==> src/rpvn_pkg.sv <==
// package: constants and carrier types of the password-verify command block
// assumes: one 10 MHz clock, byte stream from a frame decoder upstream
package rpvn_pkg;
  localparam logic [7:0] CMD_WRITE = 8'h08;
  localparam logic [7:0] RSP_WRITE = 8'h09;
  localparam logic [7:0] SVC_MIN = 8'h01;
  localparam logic [7:0] SVC_MAX = 8'h0B;
  localparam logic [7:0] VERIFY_BLK_CNT = 8'h01;
  localparam logic [23:0] VERIFY_BLK_LIST = 24'h00_0001;
  localparam int BLOCK_BYTES = 16;
  localparam int ID_BYTES = 8;
  localparam int RSP_BYTES = 11;
  localparam logic [9:0] AIB_ADDR = 10'h000;
  localparam logic [9:0] FILE_ADDR = 10'h010;
  localparam logic [5:0] FILE_FIRST_BLK = 6'h01;
  localparam logic [5:0] FILE_LAST_BLK = 6'h3B;
  localparam logic [5:0] SYS_FIRST_BLK = 6'h3C;
  localparam logic [15:0] TYPE3_SYS_CODE = 16'h12FC;
  localparam logic [7:0] FLAG_OK = 8'h00;
  localparam logic [7:0] FLAG1_ERR = 8'hFF;
  localparam logic [7:0] FLAG2_SVC_CNT = 8'hA1;
  localparam logic [7:0] FLAG2_SVC_MIX = 8'hA2;
  localparam logic [7:0] FLAG2_BLK_CNT = 8'hA3;
  localparam logic [7:0] FLAG2_BLK_LIST = 8'hA4;
  localparam logic [7:0] FLAG2_LENGTH = 8'hA5;

  typedef struct packed {
    logic [7:0] data;
    logic last;
  } rpvn_byte_s;

  typedef struct packed {
    logic [7:0] flag1;
    logic [7:0] flag2;
  } rpvn_status_s;

  typedef enum logic [3:0] {
    ST_CODE = 4'b0000,
    ST_ID = 4'b0001,
    ST_SVC_CNT = 4'b0010,
    ST_SVC_LIST = 4'b0011,
    ST_BLK_CNT = 4'b0100,
    ST_BLK_LIST = 4'b0101,
    ST_DATA = 4'b0110,
    ST_SKIP = 4'b0111,
    ST_RESP = 4'b1000
  } rpvn_state_e;
endpackage

==> src/rpvn_skid_buf.sv <==
// two-entry buffer with valid/ready on both sides
// assumes: single clock, asynchronous active-high reset
module rpvn_skid_buf #(
  parameter int WIDTH = 9
) (
  input wire logic clk_sys,
  input wire logic rst,
  input wire logic [WIDTH-1:0] inData,
  input wire logic inValid,
  output logic inReady,
  output logic [WIDTH-1:0] outData,
  output logic outValid,
  input wire logic outReady
);
  logic [WIDTH-1:0] mem_reg [2];
  logic [WIDTH-1:0] mem_next [2];
  logic [1:0] cnt_reg, cnt_next;
  logic rd_reg, rd_next;
  logic wr_reg, wr_next;

  assign inReady = (cnt_reg != 2'd2);
  assign outValid = (cnt_reg != 2'd0);
  assign outData = mem_reg[rd_reg];

  always_comb begin
    logic push;
    logic pop;
    push = inValid && inReady;
    pop = outValid && outReady;
    mem_next = mem_reg;
    if (push) begin
      mem_next[wr_reg] = inData;
    end
    wr_next = push ? ~wr_reg : wr_reg;
    rd_next = pop ? ~rd_reg : rd_reg;
    cnt_next = cnt_reg + {1'b0, push} - {1'b0, pop};
  end

  always_ff @(posedge clk_sys or posedge rst) begin
    if (rst) begin
      mem_reg[0] <= '0;
      mem_reg[1] <= '0;
      cnt_reg <= 2'd0;
      rd_reg <= 1'b0;
      wr_reg <= 1'b0;
    end else begin
      mem_reg <= mem_next;
      cnt_reg <= cnt_next;
      rd_reg <= rd_next;
      wr_reg <= wr_next;
    end
  end

  full_empty_a: assert property (@(posedge clk_sys) disable iff (rst)
    !(inReady == 1'b0 && outValid == 1'b0)) else $error("buffer full and empty at once");
endmodule

==> src/rpvn_mem_map.sv <==
// address map of the tag-format user area
// assumes: block index tied to a constant by the command interpreter, 16 bytes per block
module rpvn_mem_map (
  input wire logic [5:0] blockIdx,
  input wire logic [15:0] sysCode,
  output logic [9:0] byteAddr,
  output logic isAttrBlock,
  output logic isFileBlock,
  output logic isSystemBlock,
  output logic type3Enabled
);
  always_comb begin
    byteAddr = {blockIdx, 4'h0};
    isAttrBlock = (byteAddr == rpvn_pkg::AIB_ADDR);
    isFileBlock = (blockIdx >= rpvn_pkg::FILE_FIRST_BLK)
      && (blockIdx <= rpvn_pkg::FILE_LAST_BLK);
    isSystemBlock = (blockIdx >= rpvn_pkg::SYS_FIRST_BLK);
    type3Enabled = (sysCode == rpvn_pkg::TYPE3_SYS_CODE);
  end
endmodule

==> src/rpvn_verify_cmd.sv <==
// ---------------------------------------------------------------
// password-verify command interpreter
// ---------------------------------------------------------------
// holds: field checker, response sequencer, write-path constraint
// assumes: command bytes arrive framed with a last marker; the
// response leaves through a two-entry buffer toward the encoder
//
// Behaviour
// - code 0x08 shared with write command
// - service count outside 1..11 is error
// - service identifiers must all match
// - block count one, list 000001, 16 bytes
// - verify constrains the write command fields
// - answer 0x09, identifier, two flags, eleven bytes
// - tag-format exchange for type 3 and 4
// - attribute block lives at block zero
// - data file occupies blocks one to fifty-nine
module rpvn_verify_cmd #(
  parameter logic [63:0] CARD_ID = 64'h0123_4567_89AB_CDEF
) (
  input wire logic clk_sys,
  input wire logic rst,
  input wire logic [7:0] cmdData,
  input wire logic cmdLast,
  input wire logic cmdValid,
  output logic cmdReady,
  output logic [7:0] rspData,
  output logic rspLast,
  output logic rspValid,
  input wire logic rspReady,
  input wire logic [15:0] sysCode,
  output logic verifyDone,
  output logic verifyPassed,
  output logic [127:0] password,
  output logic type3Enabled,
  output logic [9:0] attrAddr,
  output logic [9:0] fileAddr
);
  // ---------------------------------------------------------------
  // state
  // ---------------------------------------------------------------
  rpvn_pkg::rpvn_state_e state_reg, state_next;
  logic [4:0] cnt_reg, cnt_next;
  logic [7:0] svcCnt_reg, svcCnt_next;
  logic [15:0] svcFirst_reg, svcFirst_next;
  logic [7:0] svcLo_reg, svcLo_next;
  logic [23:0] blkList_reg, blkList_next;
  logic [127:0] pwd_reg, pwd_next;
  rpvn_pkg::rpvn_status_s status_reg, status_next;
  logic done_reg, done_next;
  logic pass_reg, pass_next;
  logic [7:0] bufInData;
  logic bufInLast;
  logic bufInValid;
  logic bufInReady;
  logic take;
  logic [63:0] idShift;
  logic attrIsAttr, attrIsFile, attrIsSys;
  logic fileIsAttr, fileIsFile, fileIsSys;

  assign take = cmdValid && cmdReady;
  assign cmdReady = (state_reg != rpvn_pkg::ST_RESP);
  assign verifyDone = done_reg;
  assign verifyPassed = pass_reg;
  assign password = pwd_reg;
  // answer byte 1 carries the top identifier byte, so count from zero there
  assign idShift = CARD_ID << {3'(cnt_reg[2:0] - 3'd1), 3'b000};

  // ---------------------------------------------------------------
  // command parser and response sequencer
  // ---------------------------------------------------------------
  always_comb begin
    state_next = state_reg;
    cnt_next = cnt_reg;
    svcCnt_next = svcCnt_reg;
    svcFirst_next = svcFirst_reg;
    svcLo_next = svcLo_reg;
    blkList_next = blkList_reg;
    pwd_next = pwd_reg;
    status_next = status_reg;
    done_next = 1'b0;
    pass_next = pass_reg;
    bufInData = 8'h00;
    bufInLast = 1'b0;
    bufInValid = 1'b0;
    case (state_reg)
      rpvn_pkg::ST_CODE: begin
        if (take) begin
          cnt_next = 5'd0;
          status_next = '{flag1: rpvn_pkg::FLAG_OK, flag2: rpvn_pkg::FLAG_OK};
          // other codes are not this block's; drop the frame
          state_next = (cmdData == rpvn_pkg::CMD_WRITE) ? rpvn_pkg::ST_ID
            : rpvn_pkg::ST_SKIP;
        end
      end
      rpvn_pkg::ST_ID: begin
        // identifier content is the reader's duty, not checked here
        if (take) begin
          cnt_next = cnt_reg + 5'd1;
          if (cnt_reg == 5'(rpvn_pkg::ID_BYTES - 1)) begin
            cnt_next = 5'd0;
            state_next = rpvn_pkg::ST_SVC_CNT;
          end
        end
      end
      rpvn_pkg::ST_SVC_CNT: begin
        if (take) begin
          svcCnt_next = cmdData;
          if (cmdData < rpvn_pkg::SVC_MIN || cmdData > rpvn_pkg::SVC_MAX) begin
            status_next = '{flag1: rpvn_pkg::FLAG1_ERR, flag2: rpvn_pkg::FLAG2_SVC_CNT};
            state_next = rpvn_pkg::ST_SKIP;
          end else begin
            state_next = rpvn_pkg::ST_SVC_LIST;
          end
        end
      end
      rpvn_pkg::ST_SVC_LIST: begin
        if (take) begin
          cnt_next = cnt_reg + 5'd1;
          if (!cnt_reg[0]) begin
            svcLo_next = cmdData;
          end else if (cnt_reg == 5'd1) begin
            svcFirst_next = {svcLo_reg, cmdData};
          end else if ({svcLo_reg, cmdData} != svcFirst_reg
            && status_reg.flag1 == rpvn_pkg::FLAG_OK) begin
            status_next = '{flag1: rpvn_pkg::FLAG1_ERR, flag2: rpvn_pkg::FLAG2_SVC_MIX};
          end
          if (cnt_reg == 5'({svcCnt_reg[3:0], 1'b0} - 5'd1)) begin
            state_next = rpvn_pkg::ST_BLK_CNT;
          end
        end
      end
      rpvn_pkg::ST_BLK_CNT: begin
        if (take) begin
          cnt_next = 5'd0;
          if (cmdData != rpvn_pkg::VERIFY_BLK_CNT) begin
            status_next = '{flag1: rpvn_pkg::FLAG1_ERR, flag2: rpvn_pkg::FLAG2_BLK_CNT};
            state_next = rpvn_pkg::ST_SKIP;
          end else begin
            state_next = rpvn_pkg::ST_BLK_LIST;
          end
        end
      end
      rpvn_pkg::ST_BLK_LIST: begin
        if (take) begin
          blkList_next = {blkList_reg[15:0], cmdData};
          cnt_next = cnt_reg + 5'd1;
          if (cnt_reg == 5'd2) begin
            cnt_next = 5'd0;
            if ({blkList_reg[15:0], cmdData} != rpvn_pkg::VERIFY_BLK_LIST) begin
              status_next = '{flag1: rpvn_pkg::FLAG1_ERR, flag2: rpvn_pkg::FLAG2_BLK_LIST};
              state_next = rpvn_pkg::ST_SKIP;
            end else begin
              state_next = rpvn_pkg::ST_DATA;
            end
          end
        end
      end
      rpvn_pkg::ST_DATA: begin
        if (take) begin
          pwd_next = {pwd_reg[119:0], cmdData};
          cnt_next = cnt_reg + 5'd1;
          if (cnt_reg == 5'(rpvn_pkg::BLOCK_BYTES - 1)) begin
            cnt_next = 5'd0;
            state_next = cmdLast ? rpvn_pkg::ST_RESP : rpvn_pkg::ST_SKIP;
            if (!cmdLast) begin
              status_next = '{flag1: rpvn_pkg::FLAG1_ERR, flag2: rpvn_pkg::FLAG2_LENGTH};
            end
          end else if (cmdLast) begin
            // short block: the frame is over, nothing left to drain
            cnt_next = 5'd0;
            status_next = '{flag1: rpvn_pkg::FLAG1_ERR, flag2: rpvn_pkg::FLAG2_LENGTH};
            state_next = rpvn_pkg::ST_RESP;
          end
        end
      end
      rpvn_pkg::ST_SKIP: begin
        // a bad frame is drained to its end before any answer
        if (take && cmdLast) begin
          cnt_next = 5'd0;
          state_next = (status_reg.flag1 == rpvn_pkg::FLAG_OK)
            ? rpvn_pkg::ST_CODE : rpvn_pkg::ST_RESP;
        end
      end
      rpvn_pkg::ST_RESP: begin
        bufInValid = 1'b1;
        if (cnt_reg == 5'd0) begin
          bufInData = rpvn_pkg::RSP_WRITE;
        end else if (cnt_reg <= 5'(rpvn_pkg::ID_BYTES)) begin
          bufInData = idShift[63:56];
        end else if (cnt_reg == 5'(rpvn_pkg::ID_BYTES + 1)) begin
          bufInData = status_reg.flag1;
        end else begin
          bufInData = status_reg.flag2;
        end
        bufInLast = (cnt_reg == 5'(rpvn_pkg::RSP_BYTES - 1));
        if (bufInReady) begin
          cnt_next = cnt_reg + 5'd1;
          if (bufInLast) begin
            cnt_next = 5'd0;
            done_next = 1'b1;
            pass_next = (status_reg.flag1 == rpvn_pkg::FLAG_OK);
            state_next = rpvn_pkg::ST_CODE;
          end
        end
      end
      default: begin
        state_next = rpvn_pkg::ST_CODE;
      end
    endcase
  end

  always_ff @(posedge clk_sys or posedge rst) begin
    if (rst) begin
      state_reg <= rpvn_pkg::ST_CODE;
      cnt_reg <= 5'd0;
      svcCnt_reg <= 8'h00;
      svcFirst_reg <= 16'h0000;
      svcLo_reg <= 8'h00;
      blkList_reg <= 24'h00_0000;
      pwd_reg <= 128'h0;
      status_reg <= '0;
      done_reg <= 1'b0;
      pass_reg <= 1'b0;
    end else begin
      state_reg <= state_next;
      cnt_reg <= cnt_next;
      svcCnt_reg <= svcCnt_next;
      svcFirst_reg <= svcFirst_next;
      svcLo_reg <= svcLo_next;
      blkList_reg <= blkList_next;
      pwd_reg <= pwd_next;
      status_reg <= status_next;
      done_reg <= done_next;
      pass_reg <= pass_next;
    end
  end

  // ---------------------------------------------------------------
  // response buffer and memory map
  // ---------------------------------------------------------------
  rpvn_skid_buf #(.WIDTH(9)) rspBuf (
    .clk_sys(clk_sys),
    .rst(rst),
    .inData({bufInData, bufInLast}),
    .inValid(bufInValid),
    .inReady(bufInReady),
    .outData({rspData, rspLast}),
    .outValid(rspValid),
    .outReady(rspReady)
  );

  // both tag types share the same user-area layout
  rpvn_mem_map attrMap (
    .blockIdx(6'h00),
    .sysCode(sysCode),
    .byteAddr(attrAddr),
    .isAttrBlock(attrIsAttr),
    .isFileBlock(attrIsFile),
    .isSystemBlock(attrIsSys),
    .type3Enabled(type3Enabled)
  );
  rpvn_mem_map fileMap (
    .blockIdx(rpvn_pkg::FILE_FIRST_BLK),
    .sysCode(sysCode),
    .byteAddr(fileAddr),
    .isAttrBlock(fileIsAttr),
    .isFileBlock(fileIsFile),
    .isSystemBlock(fileIsSys),
    .type3Enabled()
  );

  // ---------------------------------------------------------------
  // checks
  // ---------------------------------------------------------------
  bad_code_a: assert property (@(posedge clk_sys) disable iff (rst)
    (state_reg == rpvn_pkg::ST_CODE && take && cmdData != rpvn_pkg::CMD_WRITE)
    |=> state_reg == rpvn_pkg::ST_SKIP) else $error("foreign code not skipped");
  svc_range_a: assert property (@(posedge clk_sys) disable iff (rst)
    (state_reg == rpvn_pkg::ST_SVC_CNT && take && (cmdData == 8'h00 || cmdData > 8'h0B))
    |=> status_reg.flag2 == rpvn_pkg::FLAG2_SVC_CNT) else $error("service count not flagged");
  svc_mix_a: assert property (@(posedge clk_sys) disable iff (rst)
    (state_reg == rpvn_pkg::ST_SVC_LIST && take && cnt_reg[0] && cnt_reg != 5'd1
    && {svcLo_reg, cmdData} != svcFirst_reg) |=> status_reg.flag1 == rpvn_pkg::FLAG1_ERR)
    else $error("mixed services not flagged");
  blk_cnt_a: assert property (@(posedge clk_sys) disable iff (rst)
    (state_reg == rpvn_pkg::ST_BLK_CNT && take && cmdData != 8'h01)
    |=> status_reg.flag2 == rpvn_pkg::FLAG2_BLK_CNT) else $error("block count not flagged");
  rsp_code_a: assert property (@(posedge clk_sys) disable iff (rst)
    (state_reg == rpvn_pkg::ST_RESP && cnt_reg == 5'd0) |-> bufInData == 8'h09)
    else $error("wrong response code");
  rsp_len_a: assert property (@(posedge clk_sys) disable iff (rst)
    (bufInValid && bufInLast) |-> cnt_reg == 5'd10) else $error("response not eleven bytes");
  err_pass_a: assert property (@(posedge clk_sys) disable iff (rst)
    (done_reg && status_reg.flag1 != rpvn_pkg::FLAG_OK) |-> !pass_reg)
    else $error("error reported as pass");
  no_take_a: assert property (@(posedge clk_sys) disable iff (rst)
    state_reg == rpvn_pkg::ST_RESP |-> !cmdReady) else $error("command taken while answering");
  map_addr_a: assert property (@(posedge clk_sys) disable iff (rst)
    attrAddr == 10'h000 && fileAddr == 10'h010) else $error("map addresses wrong");
  map_kinds_a: assert property (@(posedge clk_sys) disable iff (rst)
    attrIsAttr && !attrIsFile && !attrIsSys && !fileIsAttr && fileIsFile && !fileIsSys)
    else $error("map block kinds wrong");
  short_data_a: assert property (@(posedge clk_sys) disable iff (rst)
    (state_reg == rpvn_pkg::ST_DATA && take && cmdLast && cnt_reg != 5'd15)
    |=> state_reg == rpvn_pkg::ST_RESP && status_reg.flag2 == rpvn_pkg::FLAG2_LENGTH)
    else $error("short block not answered");
endmodule

==> config.mk <==
export PLATFORM = sky130hd
export DESIGN_NAME = rpvn_verify_cmd
export DESIGN_NICKNAME = d
export VERILOG_FILES = /design/src/rpvn_pkg.sv /design/src/rpvn_skid_buf.sv /design/src/rpvn_mem_map.sv /design/src/rpvn_verify_cmd.sv
export SDC_FILE = /design/constraint.sdc
export NUM_CORES = 1
export LEC_CHECK = 0
export ABC_AREA = 1
export BUFFER_PORTS_ARGS = -buffer_cell sky130_fd_sc_hd__buf_2
export CAP_MARGIN = 10
export CELL_PAD_IN_SITES_DETAIL_PLACEMENT = 0
export CELL_PAD_IN_SITES_GLOBAL_PLACEMENT = 2
export CORE_ASPECT_RATIO = 1.4
export CORE_MARGIN = 3
export CORE_UTILIZATION = 31
export CTS_BUF_LIST = sky130_fd_sc_hd__clkbuf_4
export CTS_CLUSTER_SIZE = 25
export DETAILED_ROUTE_END_ITERATION = 10
export GPL_TIMING_DRIVEN = 0
export PLACE_DENSITY_LB_ADDON = 0.1
export SLEW_MARGIN = 20
export SYNTH_ARGS = -nofsm -noshare
export SYNTH_HDL_FRONTEND = slang
export SYNTH_SLANG_ARGS = --single-unit
==> constraint.sdc <==
create_clock -name clk_sys -period 5.58 [get_ports clk_sys]
set_clock_uncertainty 0.05 [all_clocks]
set_input_delay 0.279 -clock clk_sys [delete_from_list [all_inputs] [get_ports clk_sys]]
set_output_delay 0.279 -clock clk_sys [all_outputs]
set_load 0.01 [all_outputs]
### Word level (Yosys, flattened, before mapping)

Cells that the tools add are included.

* flip-flop bits (word level): 221

* add/sub/neg operators: 5
* order comparisons: 6
* equality and inequality tests: 44
* shift-type cells: 1
* multiplexer cells: 67
* bitwise gates (word level): 5
* reduce and logical (&&, ||, !) cells: 23

Operators with widths (count)
* two-way mux 16 bit: 16
* one-hot mux 16 bit (6 select lines): 1
* two-way mux 4 bit: 17
* << shifter 57 x 6 -> 64 bit, first input constant: 1
* two-way mux 5 bit: 12
* inequality test 2 bit, second input constant: 19
* two-way mux 9 bit: 4
* one-hot mux 4 bit (9 select lines): 1
* one-hot mux 5 bit (7 select lines): 1
* two-way mux 8 bit: 4
* inequality test 24 x 1 -> 1 bit, second input constant: 1
* bitwise mux 18 bit: 1
* equality test 16 x 13 -> 1 bit, second input constant: 1
* equality test 4 x 3 -> 1 bit, second input constant: 4
* inequality test 16 bit: 1
* AND reduction 16 bit: 1
* equality test 5 x 4 -> 1 bit, second input constant: 3
* AND reduction 14 bit: 1
* demux 9 bit (select 1 bit): 1
* equality test 4 x 2 -> 1 bit, second input constant: 2
* equality test 8 x 4 -> 1 bit, second input constant: 1
* > comparator 8 x 4 -> 1 bit, second input constant: 1
* zero test 8 bit: 1
* < comparator 8 x 1 -> 1 bit, second input constant: 1
* 35 further kinds: 55

### Depth between registers and ports, before layout

Gate-level depths: netlist of the first run.

* word-level depth: 7
* gate-level depth with buffers: 14
* mapped depth without buffers: 14

### Hierarchy

A second synthesis of the first run with hierarchy kept.

* cell total of the unflattened synthesis: 1220
* area, all modules: 10361.2 um^2

By module, submodules not included
* rpvn_verify_cmd: times used 1, cells an instance 997, area each 8846.0 um^2
* rpvn_skid_buf: times used 1, cells an instance 137, area each 1109.8 um^2
* rpvn_mem_map: times used 2, cells an instance 43, area each 202.7 um^2

### Least setup slack after synthesis of the first run

No wires, ideal clock.

* kind: register to register
* start point: register cnt_reg[0]
* end point: register status_reg[0] (netlist bit)
* library setup time: 118 ps
* data arrival time: 1722 ps
* data required time: 5412 ps
* path slack: 3691 ps
* cell stages (with the launch flop): 15
* buffers on the path: 0
* clock period less this slack: 1889 ps
* path through: dfrtp_1 ha_1 nand2_1 nor2_1 ha_1 nand2_1 inv_1 nand3_1 nand2_1 nor2_1 nand3_1 nor2_2 nand3_2 nand2_1 nand2_1

* word-level cells in the longest chain between the ends: 4
* elaborated cells between the ends (all ways): 12
* classes of those cells: eq/ne: 8; mux: 3; reduce/logical: 1

RTL lines
* start, declared: RTL line rpvn_verify_cmd.sv:43 `logic [4:0] cnt_reg, cnt_next;`
* start signal, assigned: RTL line rpvn_verify_cmd.sv:227 `cnt_reg <= cnt_next;`
* equality test 5 x 4 -> 1 bit: RTL line rpvn_verify_cmd.sv:163 `if (cnt_reg == 5'(rpvn_pkg::BLOCK_BYTES - 1)) begin`
* two-way mux 16 bit: RTL line rpvn_verify_cmd.sv:163
* two-way mux 16 bit: RTL line rpvn_verify_cmd.sv:160 `if (take) begin`
* one-hot mux 16 bit (6 select lines): RTL line rpvn_verify_cmd.sv:86 `case (state_reg)`
* end signal, assigned: RTL line rpvn_verify_cmd.sv:233 `status_reg <= status_next;`
* end, declared: RTL line rpvn_verify_cmd.sv:49 `rpvn_pkg::rpvn_status_s status_reg, status_next;`

Several ways; a longest one is shown, not always the timed one. The select of a mux whose other input is x is not followed.
A chain may end at the register's enable or synchronous reset.

### Worst setup path in the final report of the first run

* start point: register cnt_reg[0]
* end point: register cnt_reg[1]

* word-level cells in the longest chain between the ends: 5
* elaborated cells between the ends (all ways): 16
* classes of those cells: add/sub: 1; eq/ne: 4; mux: 11

RTL lines
* adder 5 x 1 -> 5 bit
* two-way mux 5 bit: RTL line rpvn_verify_cmd.sv:169 `end else if (cmdLast) begin`
* two-way mux 5 bit: RTL line rpvn_verify_cmd.sv:163
* two-way mux 5 bit: RTL line rpvn_verify_cmd.sv:160
* one-hot mux 5 bit (7 select lines) *: RTL line rpvn_verify_cmd.sv:86

Every way passes the cells marked *; elsewhere a longest branch is shown, timed or not. The select of a mux whose other input is x is not followed.

==> results of run 1 <==
-- cell usage after synthesis, drive strengths merged --
| cell | count |
|---|---|
| ha | 9 |
| o2111ai | 1 |
| clkinv | 1 |
| xnor2 | 7 |
| nand2 | 273 |
| nor3 | 5 |
| inv | 139 |
| a21oi | 59 |
| mux2 | 19 |
| nand3 | 35 |
| clkbuf | 4 |
| a31oi | 3 |
| xor2 | 2 |
| nor4 | 2 |
| dfrtp | 209 |
| or2 | 2 |
| o21ai | 138 |
| nand3b | 2 |
| conb | 2 |
| nand4 | 13 |
| nor2 | 118 |
| buf | 54 |
| and2 | 1 |
-- layout by cell type, fill, tap and decap left out, drive strengths merged, types with 3 or more instances in the layout --
| master | Yosys | final |
|---|---|---|
| inv | 139 | 139 |
| mux2 | 19 | 19 |
| dfrtp | 209 | 209 |
| nor3 | 5 | 5 |
| nand4 | 13 | 13 |
| clkinv | 1 | 7 |
| a31oi | 3 | 3 |
| ha | 9 | 9 |
| dlygate4sd3 | 0 | 12 |
| nand3 | 35 | 35 |
| xnor2 | 7 | 7 |
| clkbuf | 4 | 89 |
| buf | 54 | 232 |
| o21ai | 138 | 138 |
| conb | 2 | 20 |
| nor2 | 118 | 118 |
| nand2 | 273 | 273 |
| a21oi | 59 | 59 |
-- kinds of logic (layout without fill, tap and decap cells) --
logic type | after synthesis | count (layout) | synth area share
simple gates | 451 | 451 | 0.200
flops | 209 | 209 | 0.551
compound gates | 201 | 201 | 0.107
buf+inv | 198 | 481 | 0.0992
mux | 19 | 19 | 0.0225
fa+ha+maj | 9 | 9 | 0.0119
xor+xnor | 9 | 9 | 0.00830
other cells | 2 | 22 | 0.000791
-- metal layers --
metal | up-vias | wire length (µm)
li1 | 3990 | -
met1 | 3728 | 11600
met2 | 166 | 14700
met3 | 40 | 1200
met4 | 0 | 509
met5 | - | 0
-- worst min-delay path by stage --
stage	from	endpoint	depth (start not counted)
floorplan	cmdData[0]	svcFirst_reg[0]	2
finish	cmdLast	cnt_reg[3]	6
CTS	cmdLast	cnt_reg[3]	6
global placement	status_reg[2]	status_reg[2]	2
global route	cmdLast	cnt_reg[3]	6
detailed placement	rst	password[123]	2
-- area by class of cell --
type                            count  area (µm²)  area share
Antenna cell                        2        5.00    0.000421
Buffer                             58         417      0.0351
Clock buffer                       85         638      0.0537
Clock inverter                      8        56.3     0.00474
Inverter                          140         529      0.0445
Multi-Input combinational cell    709        3390       0.285
Sequential cell                   209        5230       0.440
Tap cell                          385         482      0.0405
Timing Repair Buffer              190        1140      0.0958
-- tightest hold or removal path, stage by stage --
cell and delay (ps):
buf_2 120, inv_1 90, nand4_1 90, nand4_1 110, o21ai_1 80, nand2_1 60
-- power by group --
group | switching, mW | internal, mW
clock | 0.620 | 0.728
combinational | 1.50 | 0.956
sequential | 0.470 | 2.16
==> results.tsv, run 1 <==
stage	metric	value	unit
flow_run	max_cap_viol_count	0	
timing	setup_ws	3200	ps
floorplanning	rows	75	
clock_network	holdBufCountCts	12	
floorplanning	core_area	30100	µm²
clock_network	cts_made_buffers	55	
setup_path	startpoint	cnt_reg[0]	
drt	wl	27900	µm
global_route	grt_use_total	0.169	
timing	slew_headroom	0.632	
logic_synthesis	yosysUniqueCellTypes	35	
setup_path	r2r-end	cnt_reg[1]	
drt	drtPass1Iterations	4	
global_route	grt_most_used_layer	met2	
global_route	antenna_found_initial	2	
place	pre_cts_ws	3170	ps
power	power	6.44	mW
cells_and_area	fin_util	0.395	
setup_path	start_kind	flip-flop	
place	placed_area	11100	µm²
logic_synthesis	synth_area_leaders	dfrtp_1, nand2_1, o21ai_0, inv_1, nor2_1	
timing	min_period	2380	ps
logic_synthesis	yosysWarnings	0	
timing	tightest_slew	552	ps
setup_path	ff2ff_path_depth	11	
setup_path	crit_top_cell	nand2_1	
setup_path	cp-end-kind	flip-flop	
run_status	status	finished, final reports clean	
setup_path	cp_slowest_cell	dfrtp_1	
clock_network	cts_setup_buffers	0	
setup_path	crit_arrival	2950	ps
setup_path	worst-r2r-setup-slack	3200	ps
timing	whs	129	ps
setup_path	crit_family	simple AND/OR/NAND/NOR gates	
logic_synthesis	syn_avg_cell_area	8.65	µm²
drt	drc_errors	0	
floorplanning	start_util	0.315	
setup_path	path_max_fanout	11	
cells_and_area	drive_gt1_frac	0.261	
power	cellPowerDensity	542	nW/µm²
timing	rsz0062_at_grt	no	
logic_synthesis	synth_seq_cells	209	
drt	routed_via_density	4.44	
clock_network	cts_resized	0	
global_route	first_global_vias	8105	
floorplanning	dieArea	32800	µm²
drt	vias	7924	
logic_synthesis	synth_area	9490	µm²
global_route	gr-usage-met3	0.0330	
global_route	grt_max_degree	31	
place	gp_congestion	0.820	
global_route	grt_overflow	0	
power	irDropWorstVdd	192	µV
global_route	grt_util_met1	0.200	
clock_network	clkTransAtPathRegs	60	ps
global_route	grt_pass1_wl	44300	µm
setup_path	critPathKind	flip-flop to flip-flop	
timing	finalHoldViolations	0	
logic_synthesis	syn_inst	1098	
clock_network	cts_num_sinks	209	
setup_path	cp.depth	11	
setup_path	r2r_start	cnt_reg[0]	
drt	ant_nets	0	
logic_synthesis	yosysTopAreaCell	dfrtp_1	
setup_path	path_cells	clkinv_1 -> ha_1 -> inv_1 -> nor2_1 -> nand2_1 -> nand2_1 -> nand3_1 -> o21ai_0 -> nor2_2 -> nand2_1 -> nand2_1	
global_route	use_met2	0.313	
setup_path	cpPeakStageDelay	470	ps
floorplanning	die-height	213	µm
drt	wl_per_cell	15.6	µm
timing	timing.final.max_slew_violations	0	
clock_network	cts_max_level	2	
floorplanning	ioPinCount	191	
logic_synthesis	synth.top_cell.area_share	0.551	
clock_network	cts-root-buf	clkbuf_4	
cells_and_area	final_cells	1786	
worst_hold_path	hold_path_class	input port to flip-flop	
cells_and_area	final_nets	1401	
timing	setup_viol	0	
cells_and_area	nFillCells	3259	
logic_synthesis	seq_area_frac_synth	0.551	
setup_path	crit_required	6150	ps
setup_path	crit_buf_inv	2	
power	leakagePower	6.37	nW
clock_network	cts_buffer_depth	3	
setup_path	cp-endpoint	cnt_reg[1]	
cells_and_area	largest_reg_flops	128	
cells_and_area	final_area	11900	µm²
clock_network	clkLatencyLatePin	690	ps
timing	clock.fmax	0.420	GHz
place	place_inst	1679	
timing	finalSetupTns	0	ps
place	port_buffers	170	
cells_and_area	syn2layout_area_growth	25.2	%
drt	drtIter0Drc	301	
timing	finalCritPeriodShare	0.427	
floorplanning	die_width	154	µm
clock_network	cts_tree	built	
place	dp_hpwl	21300	µm
(Power assumes the default switching activity.)
==> inputs of run 2 (changes only) <==
==> constraint.sdc (replaced) <==
create_clock -name clk_sys -period 2 [get_ports clk_sys]
set_clock_uncertainty 0.05 [all_clocks]
set_input_delay 0.1 -clock clk_sys [delete_from_list [all_inputs] [get_ports clk_sys]]
set_output_delay 0.1 -clock clk_sys [all_outputs]
set_load 0.01 [all_outputs]
==> results.tsv, run 2 (synthesized netlist as in run 1, its figures left out) <==
stage	metric	value	unit	change
setup_path	path_max_fanout	5		was 11
setup_path	ff2ff_path_depth	14		was 11
cells_and_area	nFillCells	3238		was 3259
setup_path	path_cells	ha_4 -> nand2_4 -> nor2_4 -> ha_4 -> nand2_2 -> inv_2 -> nand3_2 -> nand2_1 -> nor2_1 -> nand3_1 -> nor2_4 -> nand3_2 -> nand2_1 -> nand2_1		was clkinv_1 -> ha_1 -> inv_1 -> nor2_1 -> nand2_1 -> nand2_1 -> nand3_1 -> o21ai_0 -> nor2_2 -> nand2_1 -> nand2_1
power	cellPowerDensity	1500	nW/µm²	was 542 nW/µm²
setup_path	critPathKind	flip-flop to flip-flop		unchanged
drt	wl_per_cell	15.6	µm	about the same
power	switching_power	7.41	mW	was 2.59 mW
setup_path	cp-end-kind	flip-flop		unchanged
global_route	first_global_vias	8158		was 8105
floorplanning	core_area	30100	µm²	unchanged
floorplanning	die_width	154	µm	unchanged
place	dp_hpwl	21300	µm	unchanged
place	gp_congestion	0.820		unchanged
power	p_sw_frac	0.402		was 0.403
run_status	status	finished, final reports clean		unchanged
setup_path	start_kind	flip-flop		unchanged
worst_hold_path	worstHoldEndpoint	svcFirst_reg[4]		was cnt_reg[3]
cells_and_area	multi_input_area	3520	µm²	was 3390 µm²
global_route	use_met2	0.313		about the same
setup_path	cp_slowest_cell	dfrtp_2		was dfrtp_1
timing	min_period	1950	ps	was 2380 ps
timing	whs	151	ps	was 129 ps
clock_network	cts_max_level	2		unchanged
setup_path	r2r-end	status_reg[2]		was cnt_reg[1]
timing	timing.final.max_slew_violations	0		unchanged
cells_and_area	layout_common_cells	nand2_1, dfrtp_1, buf_2		unchanged
cells_and_area	final_nets	1423		was 1401
cells_and_area	syn2layout_area_growth	29.3	%	was 25.2%
timing	finalCritPeriodShare	0.976		was 0.427
global_route	gr-usage-met3	0.0330		unchanged
global_route	grt_use_total	0.170		was 0.169
power	power.share.sequential	0.399		was 0.409
clock_network	cts-root-buf	clkbuf_4		unchanged
floorplanning	die-height	213	µm	unchanged
floorplanning	dieArea	32800	µm²	unchanged
timing	clock.fmax	0.512	GHz	was 0.420 GHz
place	port_buffers	170		unchanged
timing	rsz0062_at_grt	yes		was no
power	power	18.4	mW	was 6.44 mW
floorplanning	ioPinCount	191		unchanged
cells_and_area	largest_reg_flops	128		unchanged
clock_network	cts_made_buffers	55		unchanged
global_route	antenna_found_initial	2		unchanged
worst_hold_path	hold_path_class	input port to flip-flop		unchanged
worst_hold_path	hp-start	cmdData[4]		was cmdLast
global_route	grt_overflow	0		unchanged
power	intPower	11.0	mW	was 3.85 mW
flow_run	max_cap_viol_count	0		unchanged
clock_network	cts_buffer_depth	3		unchanged
cells_and_area	final_cells	1808		was 1786
global_route	grt_max_degree	31		unchanged
drt	vias	8067		was 7924
drt	wl	28100	µm	was 27900 µm
clock_network	cts_tree	built		unchanged
drt	drtIter0Drc	316		was 301
drt	routed_via_density	4.46		was 4.44
worst_hold_path	min_path_cells	4		was 6
power	comb_power_share	0.396		was 0.382
setup_path	cpPeakStageDelay	460	ps	was 470 ps
timing	setup_viol	0		unchanged
place	place_inst	1679		unchanged
global_route	grt_pass1_wl	44400	µm	was 44300 µm
clock_network	clkTransAtPathRegs	70	ps	was 60 ps
cells_and_area	fin_util	0.408		was 0.395
cells_and_area	area.sequential	5240	µm²	was 5230 µm²
power	leakagePower	6.55	nW	was 6.37 nW
power	irDropWorstVdd	546	µV	was 192 µV
global_route	grt_util_met1	0.200		unchanged
power	p_clk_frac	0.205		was 0.209
cells_and_area	final_area	12300	µm²	was 11900 µm²
floorplanning	rows	75		unchanged
drt	drc_errors	0		unchanged
place	placed_area	11100	µm²	unchanged
setup_path	startpoint	cnt_reg[0]		unchanged
global_route	grt_most_used_layer	met2		unchanged
setup_path	crit_required	2520	ps	was 6150 ps
drt	drtPass1Iterations	4		unchanged
cells_and_area	drive_gt1_frac	0.292		was 0.261
floorplanning	start_util	0.315		unchanged
clock_network	clkLatencyLatePin	690	ps	about the same
drt	ant_nets	0		unchanged
clock_network	cts_num_sinks	209		unchanged
setup_path	r2r_start	cnt_reg[0]		unchanged
setup_path	crit_arrival	2470	ps	was 2950 ps
cells_and_area	layout_commonest_cell	nand2_1		unchanged
setup_path	worst-r2r-setup-slack	50	ps	was 3200 ps
setup_path	crit_top_cell	nand2_1		unchanged
timing	finalHoldViolations	0		unchanged
run 2: worst max-delay path by stage:
stage | endpoint | slack, ps | depth (start not counted)
floorplan | blkList_reg[0] | -860 | 1
global placement | rspBuf.cnt_reg[0] | -2440 | 2
detailed placement | cnt_reg[1] | -410 | 11
CTS | state_reg[3] | -50 | 13
global route | status_reg[2] | -100 | 12
finish | status_reg[2] | 50 | 14
run 2: area by class of cell:
| type | instances | share of cell area |
|---|---|---|
| repair buffers | 212 | 0.106 |
| diodes | 2 | 0.000408 |
| multi-input cells | 709 | 0.287 |
| well taps | 385 | 0.0392 |
| clock inverters | 8 | 0.00459 |
| plain buffers | 58 | 0.0401 |
| inverters | 140 | 0.0437 |
| clock buffers | 85 | 0.0520 |
| flip-flops and latches | 209 | 0.427 |
run 2: metrics by stage:
step | setup TNS [ps] | setup slack, ps
floorplan | -180620 | -864
global placement | -517680 | -2440
detailed placement | -12960 | -414
CTS | -237 | -50.1
global route | -420 | -104
finish | 0 | 48.0
run 2: routing by layer:
| layer | share of wire | vias up |
|---|---|---|
| met5 | 0 | - |
| met4 | 0.023 | 0 |
| met3 | 0.044 | 48 |
| met2 | 0.52 | 177 |
| li1 | - | 4034 |
| met1 | 0.41 | 3808 |
run 2: timing repair:
item | 4_1_cts | 5_1_grt
endpoints found under the setup margin | 194 | 167
resized for setup | 27 | 45
hold endpoints to repair | 240 | 0
buffers inserted | 8 | 13
hold buffers | 13 | 0
pin swaps | 4 | 10
run 2: power by group through the flow:
stage | combinational, mW | sequential (mW) | clock (mW)
2_1_floorplan | 3.78 | 7.72 | 0
3_3_place_gp | 6.91 | 7.43 | 0
3_5_place_dp | 7.01 | 7.47 | 0
4_1_cts | 7.24 | 7.39 | 3.97
5_1_grt | 8.29 | 7.62 | 4.20
6_report | 7.29 | 7.36 | 3.77
run 2: critical path, delay by kind of cell, from the launching register on:
kind	cells	cell delay, ps
buffers and inverters	1	30
DFF	1	460
adders and majority gates	2	360
and+or+nand+nor	11	930
